<file path="config.mk">
export PLATFORM = sky130hd
export DESIGN_NAME = scp_control_port
export DESIGN_NICKNAME = d
export VERILOG_FILES = /design/src/verilog/scp_pkg.sv /design/src/verilog/scp_control_port.sv /design/src/verilog/scp_line_mon.sv
export SDC_FILE = /design/constraint.sdc
export NUM_CORES = 1
export LEC_CHECK = 0
export ABC_AREA = 1
export BUFFER_PORTS_ARGS = -buffer_cell sky130_fd_sc_hd__buf_2
export CAP_MARGIN = 20
export CELL_PAD_IN_SITES_DETAIL_PLACEMENT = 0
export CELL_PAD_IN_SITES_GLOBAL_PLACEMENT = 1
export CORE_MARGIN = 2
export CORE_UTILIZATION = 36
export DETAILED_ROUTE_END_ITERATION = 8
export PLACE_DENSITY = 0.86
export SLEW_MARGIN = 20
export SYNTH_ARGS = -nofsm -noshare
export SYNTH_HDL_FRONTEND = slang
export SYNTH_SLANG_ARGS = --single-unit
</file>
<file path="constraint.sdc">
create_clock -name clock_in -period 1.3 [get_ports clock_in]
set_input_delay 0.195 -clock clock_in [delete_from_list [all_inputs] [get_ports clock_in]]
set_output_delay 0.195 -clock clock_in [all_outputs]
set_load 0.05 [all_outputs]
</file>
<file path="src/verilog/scp_pkg.sv">
package scp_pkg;

    // ------------------------------------------------------------
    // Address byte
    // ------------------------------------------------------------
    localparam logic [4:0] ADDR_FIXED      = 5'h18;   // 11000
    localparam int         ADDR_FIXED_POS  = 3;
    localparam int         ADDR_HW_POS     = 1;
    localparam int         ADDR_RW_POS     = 0;

    // ------------------------------------------------------------
    // Data byte fields (bit 7 is the first bit on the wire)
    // ------------------------------------------------------------
    localparam int         TYPE_POS        = 7;
    localparam int         DIV_HI_W        = 7;
    localparam int         DIV_W           = 15;
    localparam int         CTL_PUMP_POS    = 6;
    localparam int         CTL_TEST_POS    = 3;
    localparam int         CTL_SELA_POS    = 2;
    localparam int         CTL_SELB_POS    = 1;
    localparam int         CTL_AMP_POS     = 0;
    localparam int         BAND_W          = 4;

    // ------------------------------------------------------------
    // Status byte
    // ------------------------------------------------------------
    localparam logic [2:0] STAT_FILL       = 3'h7;
    localparam logic [2:0] ADC_TOP         = 3'h4;

    // ------------------------------------------------------------
    // Test-mode codes
    // ------------------------------------------------------------
    localparam logic [2:0] TEST_NORMAL     = 3'h1;
    localparam logic [2:0] TEST_REF_CNT    = 3'h4;
    localparam logic [2:0] TEST_REF_HALF   = 3'h5;
    localparam logic [2:0] TEST_PD         = 3'h0;

    // ------------------------------------------------------------
    // Reference divider ratios, indexed by {sel_a, sel_b}
    // ------------------------------------------------------------
    localparam logic [6:0] REFDIV_00       = 7'h0C;
    localparam logic [6:0] REFDIV_01       = 7'h10;
    localparam logic [6:0] REFDIV_10       = 7'h40;
    localparam logic [6:0] REFDIV_11       = 7'h50;

    // ------------------------------------------------------------
    // Reset values
    // ------------------------------------------------------------
    localparam logic [14:0] DIV_RST        = 15'h0000;
    localparam logic [7:0]  CTL_RST        = 8'h8F;
    localparam logic [3:0]  BAND_RST       = 4'h0;

    typedef enum logic [2:0] {
        ST_IDLE,
        ST_ADDR,
        ST_ACK_A,
        ST_WR,
        ST_ACK_W,
        ST_RD,
        ST_RACK
    } scp_state_e;

    typedef enum logic [1:0] {
        WB_FIRST,
        WB_DIV2,
        WB_BAND
    } scp_wbyte_e;

endpackage : scp_pkg
</file>
<file path="src/verilog/scp_control_port.sv">
`timescale 1ns/100ps


module scp_control_port
    import scp_pkg::*;
(
    input  wire logic                       clock_in,
    input  wire logic                       rstn_in,
    input  wire logic                       scl_in,
    input  wire logic                       sda_in,
    input  wire logic [1:0]                 hw_addr_in,
    input  wire logic                       lock_flag_in,
    input  wire logic [2:0]                 adc_code_in,
    input  wire logic                       supply_low_in,
    output logic                            sda_out,
    output logic                            sda_oe_out,
    output logic [scp_pkg::DIV_W-1:0]       divider_out,
    output logic                            divider_load_out,
    output logic                            pump_current_sel_out,
    output logic                            testsel_hi_out,
    output logic                            testsel_mid_out,
    output logic                            testsel_lo_out,
    output logic                            refdiv_sel_a_out,
    output logic                            refdiv_sel_b_out,
    output logic [6:0]                      refdiv_ratio_out,
    output logic                            tuning_amp_off_out,
    output logic                            test_normal_out,
    output logic                            test_ref_out_out,
    output logic                            test_half_rate_out,
    output logic                            test_pd_out,
    output logic [scp_pkg::BAND_W-1:0]      band_port_out,
    output logic                            por_flag_out
);
    import scp_pkg::*;

    // ------------------------------------------------------------
    // Functions
    // ------------------------------------------------------------
    // Converter codes above the top level are clamped to the top level
    function automatic logic [2:0] adc_clamp(input logic [2:0] code);
        adc_clamp = (code > ADC_TOP) ? ADC_TOP : code;
    endfunction : adc_clamp

    function automatic logic [7:0] status_byte(input logic por,
                                               input logic lock,
                                               input logic [2:0] adc);
        status_byte = {por, lock, STAT_FILL, adc_clamp(adc)};
    endfunction : status_byte

    function automatic logic [6:0] refdiv_ratio(input logic [1:0] code);
        logic [6:0] r;
        r = REFDIV_11;
        unique case (code)
            2'b00: r = REFDIV_00;
            2'b01: r = REFDIV_01;
            2'b10: r = REFDIV_10;
            2'b11: r = REFDIV_11;
        endcase
        refdiv_ratio = r;
    endfunction : refdiv_ratio

    // ------------------------------------------------------------
    // Bus line events
    // ------------------------------------------------------------
    logic scl_rise;
    logic scl_fall;
    logic bus_start;
    logic bus_stop;

    scp_line_mon u_line_mon
    (
        .clock_in     (clock_in),
        .rstn_in      (rstn_in),
        .scl_in       (scl_in),
        .sda_in       (sda_in),
        .scl_rise_out (scl_rise),
        .scl_fall_out (scl_fall),
        .start_out    (bus_start),
        .stop_out     (bus_stop)
    );

    // ------------------------------------------------------------
    // Transfer state
    // ------------------------------------------------------------
    scp_state_e  st_q;
    scp_wbyte_e  wb_q;
    logic [7:0]  sh_q;
    logic [7:0]  tx_q;
    logic [2:0]  cnt_q;
    logic        full_q;
    logic        oe_q;
    logic        addr_match;
    logic        byte_end;
    logic        read_done;
    logic [7:0]  stat_now;

    assign addr_match = (sh_q[7:ADDR_FIXED_POS] == ADDR_FIXED)
                      && (sh_q[ADDR_HW_POS +: 2] == hw_addr_in);
    assign byte_end   = (st_q == ST_WR) && scl_fall && full_q;
    assign read_done  = (st_q == ST_RD) && scl_fall && full_q;
    assign stat_now   = status_byte(por_flag_out, lock_flag_in, adc_code_in);

    // Bit counter and receive shifter; data is sampled on SCL rising
    always_ff @(posedge clock_in)
    begin
        if (!rstn_in)
        begin
            sh_q   <= 8'h00;
            cnt_q  <= 3'h0;
            full_q <= 1'b0;
        end
        else if (bus_start || bus_stop)
        begin
            cnt_q  <= 3'h0;
            full_q <= 1'b0;
        end
        else if (scl_rise && (st_q == ST_ADDR || st_q == ST_WR || st_q == ST_RD))
        begin
            sh_q   <= {sh_q[6:0], sda_in};
            cnt_q  <= cnt_q + 3'h1;
            full_q <= (cnt_q == 3'h7);
        end
        else if (scl_fall && full_q)
        begin
            full_q <= 1'b0;
        end
    end

    // Main sequencer; SDA is only changed while SCL is low
    always_ff @(posedge clock_in)
    begin
        if (!rstn_in)
        begin
            st_q <= ST_IDLE;
            wb_q <= WB_FIRST;
            tx_q <= 8'h00;
            oe_q <= 1'b0;
        end
        else if (bus_start)
        begin
            st_q <= ST_ADDR;
            wb_q <= WB_FIRST;
            oe_q <= 1'b0;
        end
        else if (bus_stop)
        begin
            // Dropping back to the first byte discards a half pair
            st_q <= ST_IDLE;
            wb_q <= WB_FIRST;
            oe_q <= 1'b0;
        end
        else
        begin
            unique case (st_q)
                ST_IDLE:
                begin
                    oe_q <= 1'b0;
                end
                ST_ADDR:
                begin
                    if (scl_fall && full_q)
                    begin
                        if (addr_match)
                        begin
                            st_q <= ST_ACK_A;
                            oe_q <= 1'b1;
                        end
                        else
                        begin
                            st_q <= ST_IDLE;
                        end
                    end
                end
                ST_ACK_A:
                begin
                    if (scl_fall)
                    begin
                        if (sh_q[ADDR_RW_POS])
                        begin
                            st_q <= ST_RD;
                            tx_q <= stat_now;
                            oe_q <= ~stat_now[7];
                        end
                        else
                        begin
                            st_q <= ST_WR;
                            oe_q <= 1'b0;
                        end
                    end
                end
                ST_WR:
                begin
                    if (byte_end)
                    begin
                        st_q <= ST_ACK_W;
                        oe_q <= 1'b1;
                        unique case (wb_q)
                            WB_FIRST:
                            begin
                                if (!sh_q[TYPE_POS])
                                begin
                                    wb_q <= WB_DIV2;
                                end
                                else
                                begin
                                    wb_q <= WB_BAND;
                                end
                            end
                            WB_DIV2:
                            begin
                                wb_q <= WB_FIRST;
                            end
                            WB_BAND:
                            begin
                                wb_q <= WB_FIRST;
                            end
                        endcase
                    end
                end
                ST_ACK_W:
                begin
                    if (scl_fall)
                    begin
                        st_q <= ST_WR;
                        oe_q <= 1'b0;
                    end
                end
                ST_RD:
                begin
                    if (scl_fall)
                    begin
                        if (full_q)
                        begin
                            st_q <= ST_RACK;
                            oe_q <= 1'b0;
                        end
                        else
                        begin
                            tx_q <= {tx_q[6:0], 1'b0};
                            oe_q <= ~tx_q[6];
                        end
                    end
                end
                ST_RACK:
                begin
                    // A master that does not acknowledge ends the read
                    if (scl_rise && sda_in)
                    begin
                        st_q <= ST_IDLE;
                    end
                    else if (scl_fall)
                    begin
                        st_q <= ST_RD;
                        tx_q <= stat_now;
                        oe_q <= ~stat_now[7];
                    end
                end
            endcase
        end
    end

    // ------------------------------------------------------------
    // Open-drain data pin
    // ------------------------------------------------------------
    // The pin only ever pulls low; the enable carries the data
    always_ff @(posedge clock_in)
    begin
        if (!rstn_in)
        begin
            sda_out    <= 1'b0;
            sda_oe_out <= 1'b0;
        end
        else
        begin
            sda_out    <= 1'b0;
            sda_oe_out <= oe_q;
        end
    end

    // ------------------------------------------------------------
    // Divider word
    // ------------------------------------------------------------
    logic [DIV_HI_W-1:0] div_hi_q;

    always_ff @(posedge clock_in)
    begin
        if (!rstn_in)
        begin
            div_hi_q         <= DIV_RST[DIV_W-1:8];
            divider_out      <= DIV_RST;
            divider_load_out <= 1'b0;
        end
        else
        begin
            divider_load_out <= 1'b0;
            if (byte_end && wb_q == WB_FIRST && !sh_q[TYPE_POS])
            begin
                // Held aside so the counter never sees a half-written ratio
                div_hi_q <= sh_q[DIV_HI_W-1:0];
            end
            if (byte_end && wb_q == WB_DIV2)
            begin
                divider_out      <= {div_hi_q, sh_q};
                divider_load_out <= 1'b1;
            end
        end
    end

    // ------------------------------------------------------------
    // Control byte
    // ------------------------------------------------------------
    logic ctl_we;
    assign ctl_we = byte_end && (wb_q == WB_FIRST) && sh_q[TYPE_POS];

    always_ff @(posedge clock_in)
    begin
        if (!rstn_in)
        begin
            pump_current_sel_out <= CTL_RST[CTL_PUMP_POS];
            testsel_hi_out       <= CTL_RST[CTL_TEST_POS+2];
            testsel_mid_out      <= CTL_RST[CTL_TEST_POS+1];
            testsel_lo_out       <= CTL_RST[CTL_TEST_POS];
            refdiv_sel_a_out     <= CTL_RST[CTL_SELA_POS];
            refdiv_sel_b_out     <= CTL_RST[CTL_SELB_POS];
            refdiv_ratio_out     <= refdiv_ratio(CTL_RST[CTL_SELA_POS -: 2]);
            tuning_amp_off_out   <= CTL_RST[CTL_AMP_POS];
        end
        else if (ctl_we)
        begin
            pump_current_sel_out <= sh_q[CTL_PUMP_POS];
            testsel_hi_out       <= sh_q[CTL_TEST_POS+2];
            testsel_mid_out      <= sh_q[CTL_TEST_POS+1];
            testsel_lo_out       <= sh_q[CTL_TEST_POS];
            refdiv_sel_a_out     <= sh_q[CTL_SELA_POS];
            refdiv_sel_b_out     <= sh_q[CTL_SELB_POS];
            refdiv_ratio_out     <= refdiv_ratio(sh_q[CTL_SELA_POS -: 2]);
            tuning_amp_off_out   <= sh_q[CTL_AMP_POS];
        end
    end

    // Test-mode decode; unlisted codes leave every test output low
    always_ff @(posedge clock_in)
    begin
        if (!rstn_in)
        begin
            test_normal_out    <= (CTL_RST[CTL_TEST_POS +: 3] == TEST_NORMAL);
            test_ref_out_out   <= 1'b0;
            test_half_rate_out <= 1'b0;
            test_pd_out        <= 1'b0;
        end
        else if (ctl_we)
        begin
            test_normal_out    <= (sh_q[CTL_TEST_POS +: 3] == TEST_NORMAL);
            test_ref_out_out   <= (sh_q[CTL_TEST_POS +: 3] == TEST_REF_CNT)
                                || (sh_q[CTL_TEST_POS +: 3] == TEST_REF_HALF);
            test_half_rate_out <= (sh_q[CTL_TEST_POS +: 3] == TEST_REF_HALF);
            test_pd_out        <= (sh_q[CTL_TEST_POS +: 3] == TEST_PD);
        end
    end

    // ------------------------------------------------------------
    // Band outputs
    // ------------------------------------------------------------
    always_ff @(posedge clock_in)
    begin
        if (!rstn_in)
        begin
            band_port_out <= BAND_RST;
        end
        else if (byte_end && wb_q == WB_BAND)
        begin
            band_port_out <= sh_q[BAND_W-1:0];
        end
    end

    // ------------------------------------------------------------
    // Power-on flag
    // ------------------------------------------------------------
    // Supply loss beats the read clear, so a dip that overlaps the clear is kept
    always_ff @(posedge clock_in)
    begin
        if (!rstn_in)
        begin
            por_flag_out <= 1'b1;
        end
        else if (supply_low_in)
        begin
            por_flag_out <= 1'b1;
        end
        else if (read_done)
        begin
            por_flag_out <= 1'b0;
        end
    end

endmodule : scp_control_port

</file>
<file path="src/verilog/scp_line_mon.sv">
`timescale 1ns/100ps

module scp_line_mon
(
    input  wire logic clock_in,
    input  wire logic rstn_in,
    input  wire logic scl_in,
    input  wire logic sda_in,
    output logic      scl_rise_out,
    output logic      scl_fall_out,
    output logic      start_out,
    output logic      stop_out
);

    logic scl_q;
    logic sda_q;

    // Idle bus is high on both lines, so no false start after reset
    always_ff @(posedge clock_in)
    begin
        if (!rstn_in)
        begin
            scl_q <= 1'b1;
            sda_q <= 1'b1;
        end
        else
        begin
            scl_q <= scl_in;
            sda_q <= sda_in;
        end
    end

    assign scl_rise_out = scl_in & ~scl_q;
    assign scl_fall_out = ~scl_in & scl_q;
    assign start_out    = scl_q & scl_in & sda_q & ~sda_in;
    assign stop_out     = scl_q & scl_in & ~sda_q & sda_in;

endmodule : scp_line_mon

</file>
# After elaboration in Yosys (flattened, before gate mapping)
# Index checks and enable logic that the tools add are counted.
# word_totals
output_inout_bits	41
romBits	0
wordCells	157
ramBits	0
in_bits	11
reg_bits	74
mem_count	0
latchBits	0
# classes
shifts	0
add_sub_neg	1
n_div	0
n_eq_ne	36
n_mux	38
bitwise_logic	17
reduce_logical	36
multipliers	0
n_lt_le_gt_ge	1
# op_table
operator	count
$mux 7	6
$mux 3	10
$pmux 7 s4	1
$reduce_and 8->1	3
$pmux 7 s3	1
$ne 2x2->1 const B	10
$ne 4x4->1 const B	5
$eq 3x3->1 const B	6
$pmux 3 s6	1
$mux 1	15
$logic_and 1x1->1	13
$not 1->1	10
$reduce_and 9->1	1
$reduce_bool 8->1	1
$and 1x1->1	7
$pmux 1 s7	1
$eq 2x2->1 const B	3
$eq 3x1->1 const B	2
$eq 3x2->1 const B	2
$logic_not 3->1	2
$reduce_bool 6->1	1
$reduce_or 2->1	3
$eq 5x5->1 const B	1
$ne 5x5->1 const B	1
other kinds (16)	23

# Longest topological paths before layout
# Gate-level depths: netlist of the first run.
# depth
ltp_word	8
mapped_depth	11
ltp_nobuf	10

# Cells and area by module
# A second synthesis of the first run with hierarchy kept.
# hier_totals
cells_unflattened	436
area_unflattened_um2	3194.3
# modules_own_cells
module	n_inst	area_per_inst_um2	seq_area_each_um2	cells_each
scp_control_port	1	3105.5	1361.3	421
scp_line_mon	1	88.8	40.0	15

# Least setup slack after synthesis of the first run
# Ideal clock, no wire load.
# synth_path
path_kind	register to register
startpoint	register st_q[0]
endpoint	register tx_q[1]
path_stages_with_launch	11
arrival_time_ns	1.268
path_buffers	1
slack_ns	-0.083
synth_period_minus_slack_ns	1.383
setup_ns	0.115
required_ns	1.185
path_cell_list	dfxtp_1 -> inv_2 -> nand2_1 -> nor2_2 -> nand2_1 -> inv_2 -> nor3_4 -> buf_6 -> nand3_1 -> nand2_1 -> nor2_1
# synth_via
elab_chain_cells	3
word_cells_on_any_way	12
cone_classes	9 x eq/ne; 1 x mux; 2 x reduce/logical
# synth_rtl
element	line_no	rtl
start: declaration	scp_control_port.sv:85	scp_state_e st_q;
start signal: assignment	scp_control_port.sv:134	st_q <= ST_IDLE;
start signal: assignment	scp_control_port.sv:141	st_q <= ST_ADDR;
start signal: assignment	scp_control_port.sv:148	st_q <= ST_IDLE;
$eq 3x3->1 or $eq 3x2->1 (tied branches)	scp_control_port.sv:154	unique case (st_q)
$ne 2x2->1 (no source line) or $reduce_bool 3->1 (tied branches)	--	
$reduce_and 9->1 (no source line)	--	
end signal: assignment	scp_control_port.sv:181	tx_q <= stat_now;
end signal: assignment	scp_control_port.sv:239	tx_q <= {tx_q[6:0], 1'b0};
end signal: assignment	scp_control_port.sv:254	tx_q <= stat_now;
end: declaration	scp_control_port.sv:88	logic [7:0] tx_q;
# Parallel ways exist; a longest one is shown, timed or not.
# A chain may end at the register's enable or synchronous reset.

# Final worst setup path of the first run
# layout_path
startpoint	register st_q[2]
endpoint	register divider_out[7] (netlist bit)
# layout_via
elab_chain_cells	4
# layout_rtl
element	line_no	rtl
$eq 3x2->1	scp_control_port.sv:99	assign byte_end = (st_q == ST_WR) && scl_fall && full_q;
$logic_and 1x1->1 (2 in a row)	scp_control_port.sv:99	
$logic_and 1x1->1	scp_control_port.sv:301	if (byte_end && wb_q == WB_DIV2)
end signal: assignment	scp_control_port.sv:303	divider_out <= {div_hi_q, sh_q};
end: declaration	scp_control_port.sv:17	output logic [scp_pkg::DIV_W-1:0] divider_out,
# Every way passes these cells.

==> results of run 1 <==
==> worst min path at each step <==
stage | depth (start not counted) | to | from
floorplan | 2 | por_flag_out | supply_low_in
global placement | 3 | por_flag_out | supply_low_in
detailed placement | 3 | por_flag_out | supply_low_in
CTS | 3 | por_flag_out | supply_low_in
global route | 3 | por_flag_out | supply_low_in
finish | 3 | por_flag_out | supply_low_in
==> per-stage QoR <==
step | setup WS [ns] | total power (uW) | cell area, sq um | util
after floorplan | -0.0233 | 3250 | 3120 | -
after global placement | -0.159 | 3710 | 3730 | 0.456
after detailed placement | -0.184 | 3720 | 3730 | 0.456
after CTS | -0.0769 | 5790 | 4090 | 0.500
after global routing | -0.212 | 6390 | 4540 | 0.555
final | -0.139 | 6070 | 4540 | 0.555
==> flip-flops by register name, indices dropped and copies added (netlist names), 2 cells and up <==
name and flops:
cnt_q 3, refdiv_ratio_out 3, st_q 3, sh_q 8
tx_q 7, wb_q 2, div_hi_q 7, band_port_out 4
divider_out 15
==> worst min-delay path: stages <==
cell and delay (ns):
sky130_fd_sc_hd__buf_2 0.07, sky130_fd_sc_hd__nor2_1 0.03, sky130_fd_sc_hd__nand2_1 0.05
==> repair_timing <==
action / CTS / global route
setup endpoints to repair: 60 / 65
resized for setup: 30 / 109
gates cloned: 0 / 5
setup buffers: 4 / 4
pin swaps: 5 / 27
==> power breakdown <==
part           internal [uW]  total [uW]  switching (uW)  leakage, uW
registers               2280        2400             118     0.000568
clock network           1100        1990             897     0.000107
logic                    732        1680             949      0.00127
total                   4110        6070            1960      0.00194
==> area by class of cell <==
type	count	area, sq um	area share
timing repair buffer	105	786	0.173
timing repair inverter	1	5.00	0.00110
inverter	43	179	0.0394
multi-input combinational	288	1800	0.397
clock buffer	10	128	0.0281
clock inverter	6	93.8	0.0207
sequential	70	1420	0.312
tap	105	131	0.0290
==> cells by family (layout without fill, tap and decap cells) <==
logic type,after synthesis,after routing,share of synthesized area
AND/OR/NAND/NOR,188,190,0.268
AO/OA/AOI/OAI,88,88,0.149
flip-flops,70,70,0.463
buffers and inverters,66,165,0.0959
adder cells (fa/ha/maj),5,5,0.0207
other,1,4,0.00124
XOR/XNOR,1,1,0.00289
==> layer usage <==
layer  up-vias  track usage  share of wire
li1       1556            -              -
met2        62        0.283           0.49
met4         0       0.0905          0.025
met3        17       0.0313          0.034
met5         -            0              0
met1      1443        0.222           0.45
==> cell usage in the layout (no fill, tap or decap), types with 10 or more instances in the layout <==
cell type                  n
sky130_fd_sc_hd__dfxtp_1  65
sky130_fd_sc_hd__nand2_1  51
sky130_fd_sc_hd__buf_2    47
sky130_fd_sc_hd__buf_4    45
sky130_fd_sc_hd__a21oi_1  39
sky130_fd_sc_hd__nor2_1   33
sky130_fd_sc_hd__nand3_1  33
sky130_fd_sc_hd__nand2_2  29
sky130_fd_sc_hd__inv_1    27
sky130_fd_sc_hd__a21oi_2  17
sky130_fd_sc_hd__o21ai_1  14
sky130_fd_sc_hd__inv_2    11
sky130_fd_sc_hd__nand2_4  10
==> metrics.log, run 1 <==
INFO  metric share_of_the_yosys_chip_area_belonging_to_registers = 0.463
INFO  metric fin_worst_skew = 0.00842 ns
INFO  metric synth.yosys.warnings = 0
INFO  metric floorplan.die_area = about 9200 sq um
INFO  metric wl = 8.14 mm
INFO  metric cts_root_buf = sky130_fd_sc_hd__clkbuf_8
INFO  metric number_of_cts_inserted_buffers = 9
INFO  metric synth_top_area_frac = 0.463
INFO  metric crit_path_start = st_q[2]
INFO  metric timing.critical_path.required = 1.59 ns
INFO  metric routed_via_count_divided_by_cell_count = 4.90
INFO  metric synthTopCellsByArea = sky130_fd_sc_hd__dfxtp_1 (46%), sky130_fd_sc_hd__nand2_1 (11%), sky130_fd_sc_hd__a21oi_1 (9.3%)
INFO  metric routed-via-count = 3078
INFO  metric number_of_buffer_and_inverter_stages_on_the_critical_path = 4
INFO  metric worst-path-max-fanout = 8
INFO  metric die-width = 95.7 um
INFO  metric synthMostInstantiatedCell = sky130_fd_sc_hd__nand2_1
INFO  metric irDropWorstVdd = 0.719 mV
INFO  metric antenna_cells_inserted = 0
INFO  metric maxClockFrequency = 695 MHz
INFO  metric crit-reg2reg-launch = st_q[2]
INFO  metric reg2reg_depth = 9
INFO  metric vias_in_the_first_global_route = 2807
INFO  metric path_delay_family = buffers and inverters
INFO  metric antenna_violations_before_repair = 0
INFO  metric setup_tns = -4.28 ns
INFO  metric detailed_place_hpwl = 5.21 mm
INFO  metric detailedRoute.firstIterationViolations = about 140
INFO  metric worst_ep_arrival_time = between 1.5 and 2 ns
INFO  metric area_growth = 49.8%
INFO  metric grt_remaining_overflow = 0
INFO  metric synth_area_leader_cell = sky130_fd_sc_hd__dfxtp_1
INFO  metric synth_flop_cell = sky130_fd_sc_hd__dfxtp_1
INFO  metric initial_core_util = 0.370
INFO  metric hold_path_class = input pin to flip-flop
INFO  metric grt_max_degree = 27
INFO  metric power.leakage = a little under 0.002 uW
INFO  metric fp.coreArea = between 8000 and 9000 sq um
INFO  metric power_density = ~1300 nW/um^2
INFO  metric cts_max_path_buffers = 2
INFO  metric ios = 52
INFO  metric final.setup.worst_slack = -0.139 ns
INFO  metric number_of_filler_instances_in_the_final_layout = 739
INFO  metric post_synth_num_cell_types = 27
INFO  metric global_route.usage.total = 0.174
INFO  metric dpl.cell_count = between 500 and 600
INFO  metric avgSynthCellArea = between 7 and 8 sq um
INFO  metric r2r_setup_slack = -0.14 ns
INFO  metric wire_length_of_the_first_global_routing_pass = 12.3 mm
INFO  metric worstSetupEndpointType = flip-flop
INFO  metric ys_seq_elements = 70
INFO  metric worstSetupPathType = flip-flop to flip-flop
INFO  metric final-hold-violation-count = 0
INFO  metric top_cells_by_count_synth = sky130_fd_sc_hd__nand2_1 (90), sky130_fd_sc_hd__dfxtp_1 (70), sky130_fd_sc_hd__a21oi_1 (56), sky130_fd_sc_hd__nand3_1 (44), sky130_fd_sc_hd__nor2_1 (41)
INFO  metric antenna_viol_nets_final = 0
INFO  metric finalSetupViolations = 50
INFO  metric violations = negative setup slack
INFO  metric post_route_cells_drive_above_1_share = 0.453
INFO  metric layout.cells.non_filler = 628
INFO  metric deepest_level_of_the_cts_h_tree = 3
INFO  metric first_pass_iters = 4
INFO  metric worst_setup_path_endpoint = divider_out[7]
INFO  metric worst-path-stages = 9
INFO  metric avgRoutedWirePerCell = ~13 um
INFO  metric remaining_drc_errors = 0
INFO  metric core.rowCount = 33
INFO  metric number_of_slew_limit_violations_in_the_final_report = 0
INFO  metric synthCells = 419
INFO  metric postCtsHoldBufs = 0
INFO  metric timing.max_cap.violations = 0
INFO  metric tritoncts = built
INFO  metric count_of_flip_flops_with_a_built_in_enable_after_synthesis = 0
INFO  metric run_status = finished, violations left
INFO  metric critical_path.max_stage_delay = 0.34 ns
INFO  metric startpoint_type = flip-flop
INFO  metric clk_pin_slew = 0.08 ns
INFO  metric port_buffers = 47
INFO  metric timing.critical_path.cells = inv_4, nand2_4, inv_4, nand2_4, nor2_4, buf_6, buf_12, nand3_1, a21oi_2
INFO  metric critical_path.slowest_cell = sky130_fd_sc_hd__dfxtp_2
INFO  metric hold-worst-slack = around 0.019 ns
INFO  metric synth_area = 3030 sq um
INFO  metric final_nets = 534
INFO  metric place_congestion = about 0.85
INFO  metric rsz0062_at_grt = yes
INFO  metric min_period_over_period = 1.11
INFO  metric clkSinkCount = 70
INFO  metric ys_async_sr_fraction = 0
INFO  metric layout_min_cycle_time = 1.44 ns
INFO  metric worst_skew_pair.late_latency = 0.36 ns
INFO  metric r2r_end = divider_out[7]
INFO  metric dieHeight = 95.7 um
Note: power is estimated with default switching activity, not from simulation.
==> inputs of run 2 (changes only) <==
- CORE_UTILIZATION: 36 -> 37
- CTS_BUF_LIST: unset -> sky130_fd_sc_hd__clkbuf_8
- PLACE_DENSITY: 0.86 -> 0.88
==> metrics.log, run 2 (synthesis gave the netlist of run 1 again) <==
INFO  metric postLayoutCellArea = 4230 sq um (-6.8%)
INFO  metric deepest_level_of_the_cts_h_tree = 3 (unchanged)
INFO  metric tritoncts = built
INFO  metric worstSetupPathType = flip-flop to flip-flop
INFO  metric final_nets = 531 (-0.56%)
INFO  metric biggestRegsByFlops = divider_out: 15 flops, sh_q: 8 flops
INFO  metric irDropWorstVdd = 0.644 mV (-10%)
INFO  metric first_pass_iters = 4 (unchanged)
INFO  metric avgRoutedWirePerCell = 12.5 um (-3.3%)
INFO  metric global_route.usage.total = 0.177 (+0.00261)
INFO  metric dieHeight = 94.5 um (-1.3%)
INFO  metric worst-path-max-fanout = 7 (-1)
INFO  metric place_congestion = 0.885 (+4.3%)
INFO  metric detailed_place.area = 3710 sq um (-0.44%)
INFO  metric antenna_cells_inserted = 0 (unchanged)
INFO  metric worst_skew_pair.late_latency = 0.36 ns (about the same)
INFO  metric initial_core_util = 0.386 (+0.0155)
INFO  metric max_flop_register = divider_out
INFO  metric cts_max_path_buffers = 2 (unchanged)
INFO  metric number_of_filler_instances_in_the_final_layout = 751 (+1.6%)
INFO  metric clkSinkCount = 70 (unchanged)
INFO  metric flip_flop_count_of_the_largest_register_all_copies_and_words_added = 15 (unchanged)
INFO  metric hold-worst-slack = 0.0307 ns (+0.0121 ns)
INFO  metric rsz0062_at_grt = yes
INFO  metric cts_root_buf = sky130_fd_sc_hd__clkbuf_8
INFO  metric min_period_over_period = 1.10 (-0.00757)
INFO  metric vias_in_the_first_global_route = 2788 (-0.68%)
INFO  metric clk_pin_slew = 0.08 ns (about the same)
INFO  metric floorplan.die_area = 8920 sq um (-2.6%)
INFO  metric run_status = finished, violations left
INFO  metric final.setup.worst_slack = -0.129 ns (+0.00984 ns)
INFO  metric hold_path_class = input pin to flip-flop
INFO  metric routed-via-count = 3016 (-2.0%)
INFO  metric layout_min_cycle_time = 1.43 ns (-0.00984 ns)
INFO  metric timing.critical_path.required = 1.56 ns (-0.03 ns)
INFO  metric detailed_place_hpwl = 5.27 mm (+1.2%)
INFO  metric postCtsHoldBufs = 0 (unchanged)
INFO  metric remaining_drc_errors = 0 (unchanged)
INFO  metric grt_remaining_overflow = 0 (unchanged)
INFO  metric fp.coreArea = 7850 sq um (-4.0%)
INFO  metric post_route_cells_drive_above_1_share = 0.376 (-0.0774)
INFO  metric detailedRoute.firstIterationViolations = 132 (-2.2%)
INFO  metric mostFrequentLayoutCells = sky130_fd_sc_hd__nand2_1 (73), sky130_fd_sc_hd__dfxtp_1 (65), sky130_fd_sc_hd__buf_2 (47)
INFO  metric finalSetupViolations = 51 (+2.0%)
INFO  metric worstSetupEndpointType = flip-flop
INFO  metric port_buffers = 47 (unchanged)
INFO  metric timing.max_cap.violations = 0 (unchanged)
INFO  metric layout_commonest_cell = sky130_fd_sc_hd__nand2_1
INFO  metric maxClockFrequency = 700 MHz (+0.69%)
INFO  metric violations = negative setup slack
INFO  metric die-width = 94.5 um (-1.3%)
INFO  metric antenna_violations_before_repair = 0 (unchanged)
INFO  metric power.leakage = 0.00188 uW (-3.2%)
INFO  metric antenna_viol_nets_final = 0 (unchanged)
INFO  metric wl = 7.78 mm (-4.3%)
INFO  metric wire_length_of_the_first_global_routing_pass = 12.4 mm (+0.22%)
INFO  metric fin_util = 0.539 (-0.0159)
INFO  metric area_growth = 39.7%
INFO  metric final-hold-violation-count = 0 (unchanged)
INFO  metric fin_worst_skew = 0.00797 ns (-0.000454 ns)
INFO  metric number_of_cts_inserted_buffers = 9 (unchanged)
INFO  metric number_of_slew_limit_violations_in_the_final_report = 0 (unchanged)
INFO  metric ios = 52 (unchanged)
INFO  metric routed_via_count_divided_by_cell_count = 4.86 (-0.91%)
INFO  metric grt_max_degree = 27 (unchanged)
INFO  metric power_density = 1300 nW/um^2 (-3.1%)
INFO  metric core.rowCount = 32 (-3.0%)
INFO  metric worst_ep_arrival_time = 1.68 ns (-0.05 ns)
INFO  metric startpoint_type = flip-flop
==> run 2: worst paths after layout <==
path / startpoint / endpoint / cells past startpoint / slack (ns)
setup / recovery: st_q[2] / test_normal_out / 10 / -0.13
hold / removal: supply_low_in / por_flag_out / 3 / 0.03
setup reg to reg: st_q[2] / test_normal_out / 10 / -0.13
hold reg to reg: oe_q / sda_oe_out / 2 / 0.43
==> run 2: cell type report <==
cell class	instances	area (sq um)	area share
timing repair buffer	104	752	0.178
sequential	70	1420	0.335
clock buffer	9	124	0.0293
tap	102	128	0.0302
inverter	43	174	0.0411
clock inverter	6	38.8	0.00917
multi-input combinational	287	1600	0.378
==> run 2: what timing repair did <==
action | 4_1_cts | 5_1_grt
gates resized for setup | 26 | 57
buffers inserted | 4 | 4
pin swaps | 6 | 12
cloned | 1 | 1
setup endpoints to repair | 53 | 66
==> run 2: power breakdown <==
part | internal [uW] | switching [uW] | leakage [uW]
registers | 2280 | 122 | 0.000568
clock network | 676 | 845 | 0.0000813
logic | 669 | 893 | 0.00123
total | 3620 | 1860 | 0.00188
==> run 2: critical path, stage by stage, from the launching register on <==
cell,delay (ns)
sky130_fd_sc_hd__dfxtp_2,0.34
sky130_fd_sc_hd__inv_4,0.08
sky130_fd_sc_hd__nand2_4,0.06
sky130_fd_sc_hd__inv_4,0.06
sky130_fd_sc_hd__nand2_4,0.05
sky130_fd_sc_hd__nor2_4,0.13
sky130_fd_sc_hd__buf_12,0.13
sky130_fd_sc_hd__nand3_4,0.13
sky130_fd_sc_hd__buf_6,0.18
sky130_fd_sc_hd__a21oi_2,0.11
sky130_fd_sc_hd__nand2_1,0.06
==> run 2: metrics by stage <==
step	setup TNS (ns)	std cells	setup slack, ns	total power (uW)
after CTS	-1.84	616	-0.0855	5260
after global placement	-2.97	596	-0.129	3680
after floorplan	-0.209	422	-0.0233	3250
after detailed placement	-4.59	596	-0.166	3690
after global routing	-9.04	621	-0.259	5810
final	-3.33	621	-0.129	5480
==> run 2: routing by layer <==
| layer | part of all wire | global-route usage | vias to the layer above |
|---|---|---|---|
| met1 | 0.45 | 0.217 | 1375 |
| met4 | 0.026 | 0.0833 | 0 |
| li1 | - | - | 1547 |
| met3 | 0.055 | 0.0495 | 17 |
| met5 | 0 | 0 | - |
| met2 | 0.47 | 0.288 | 77 |
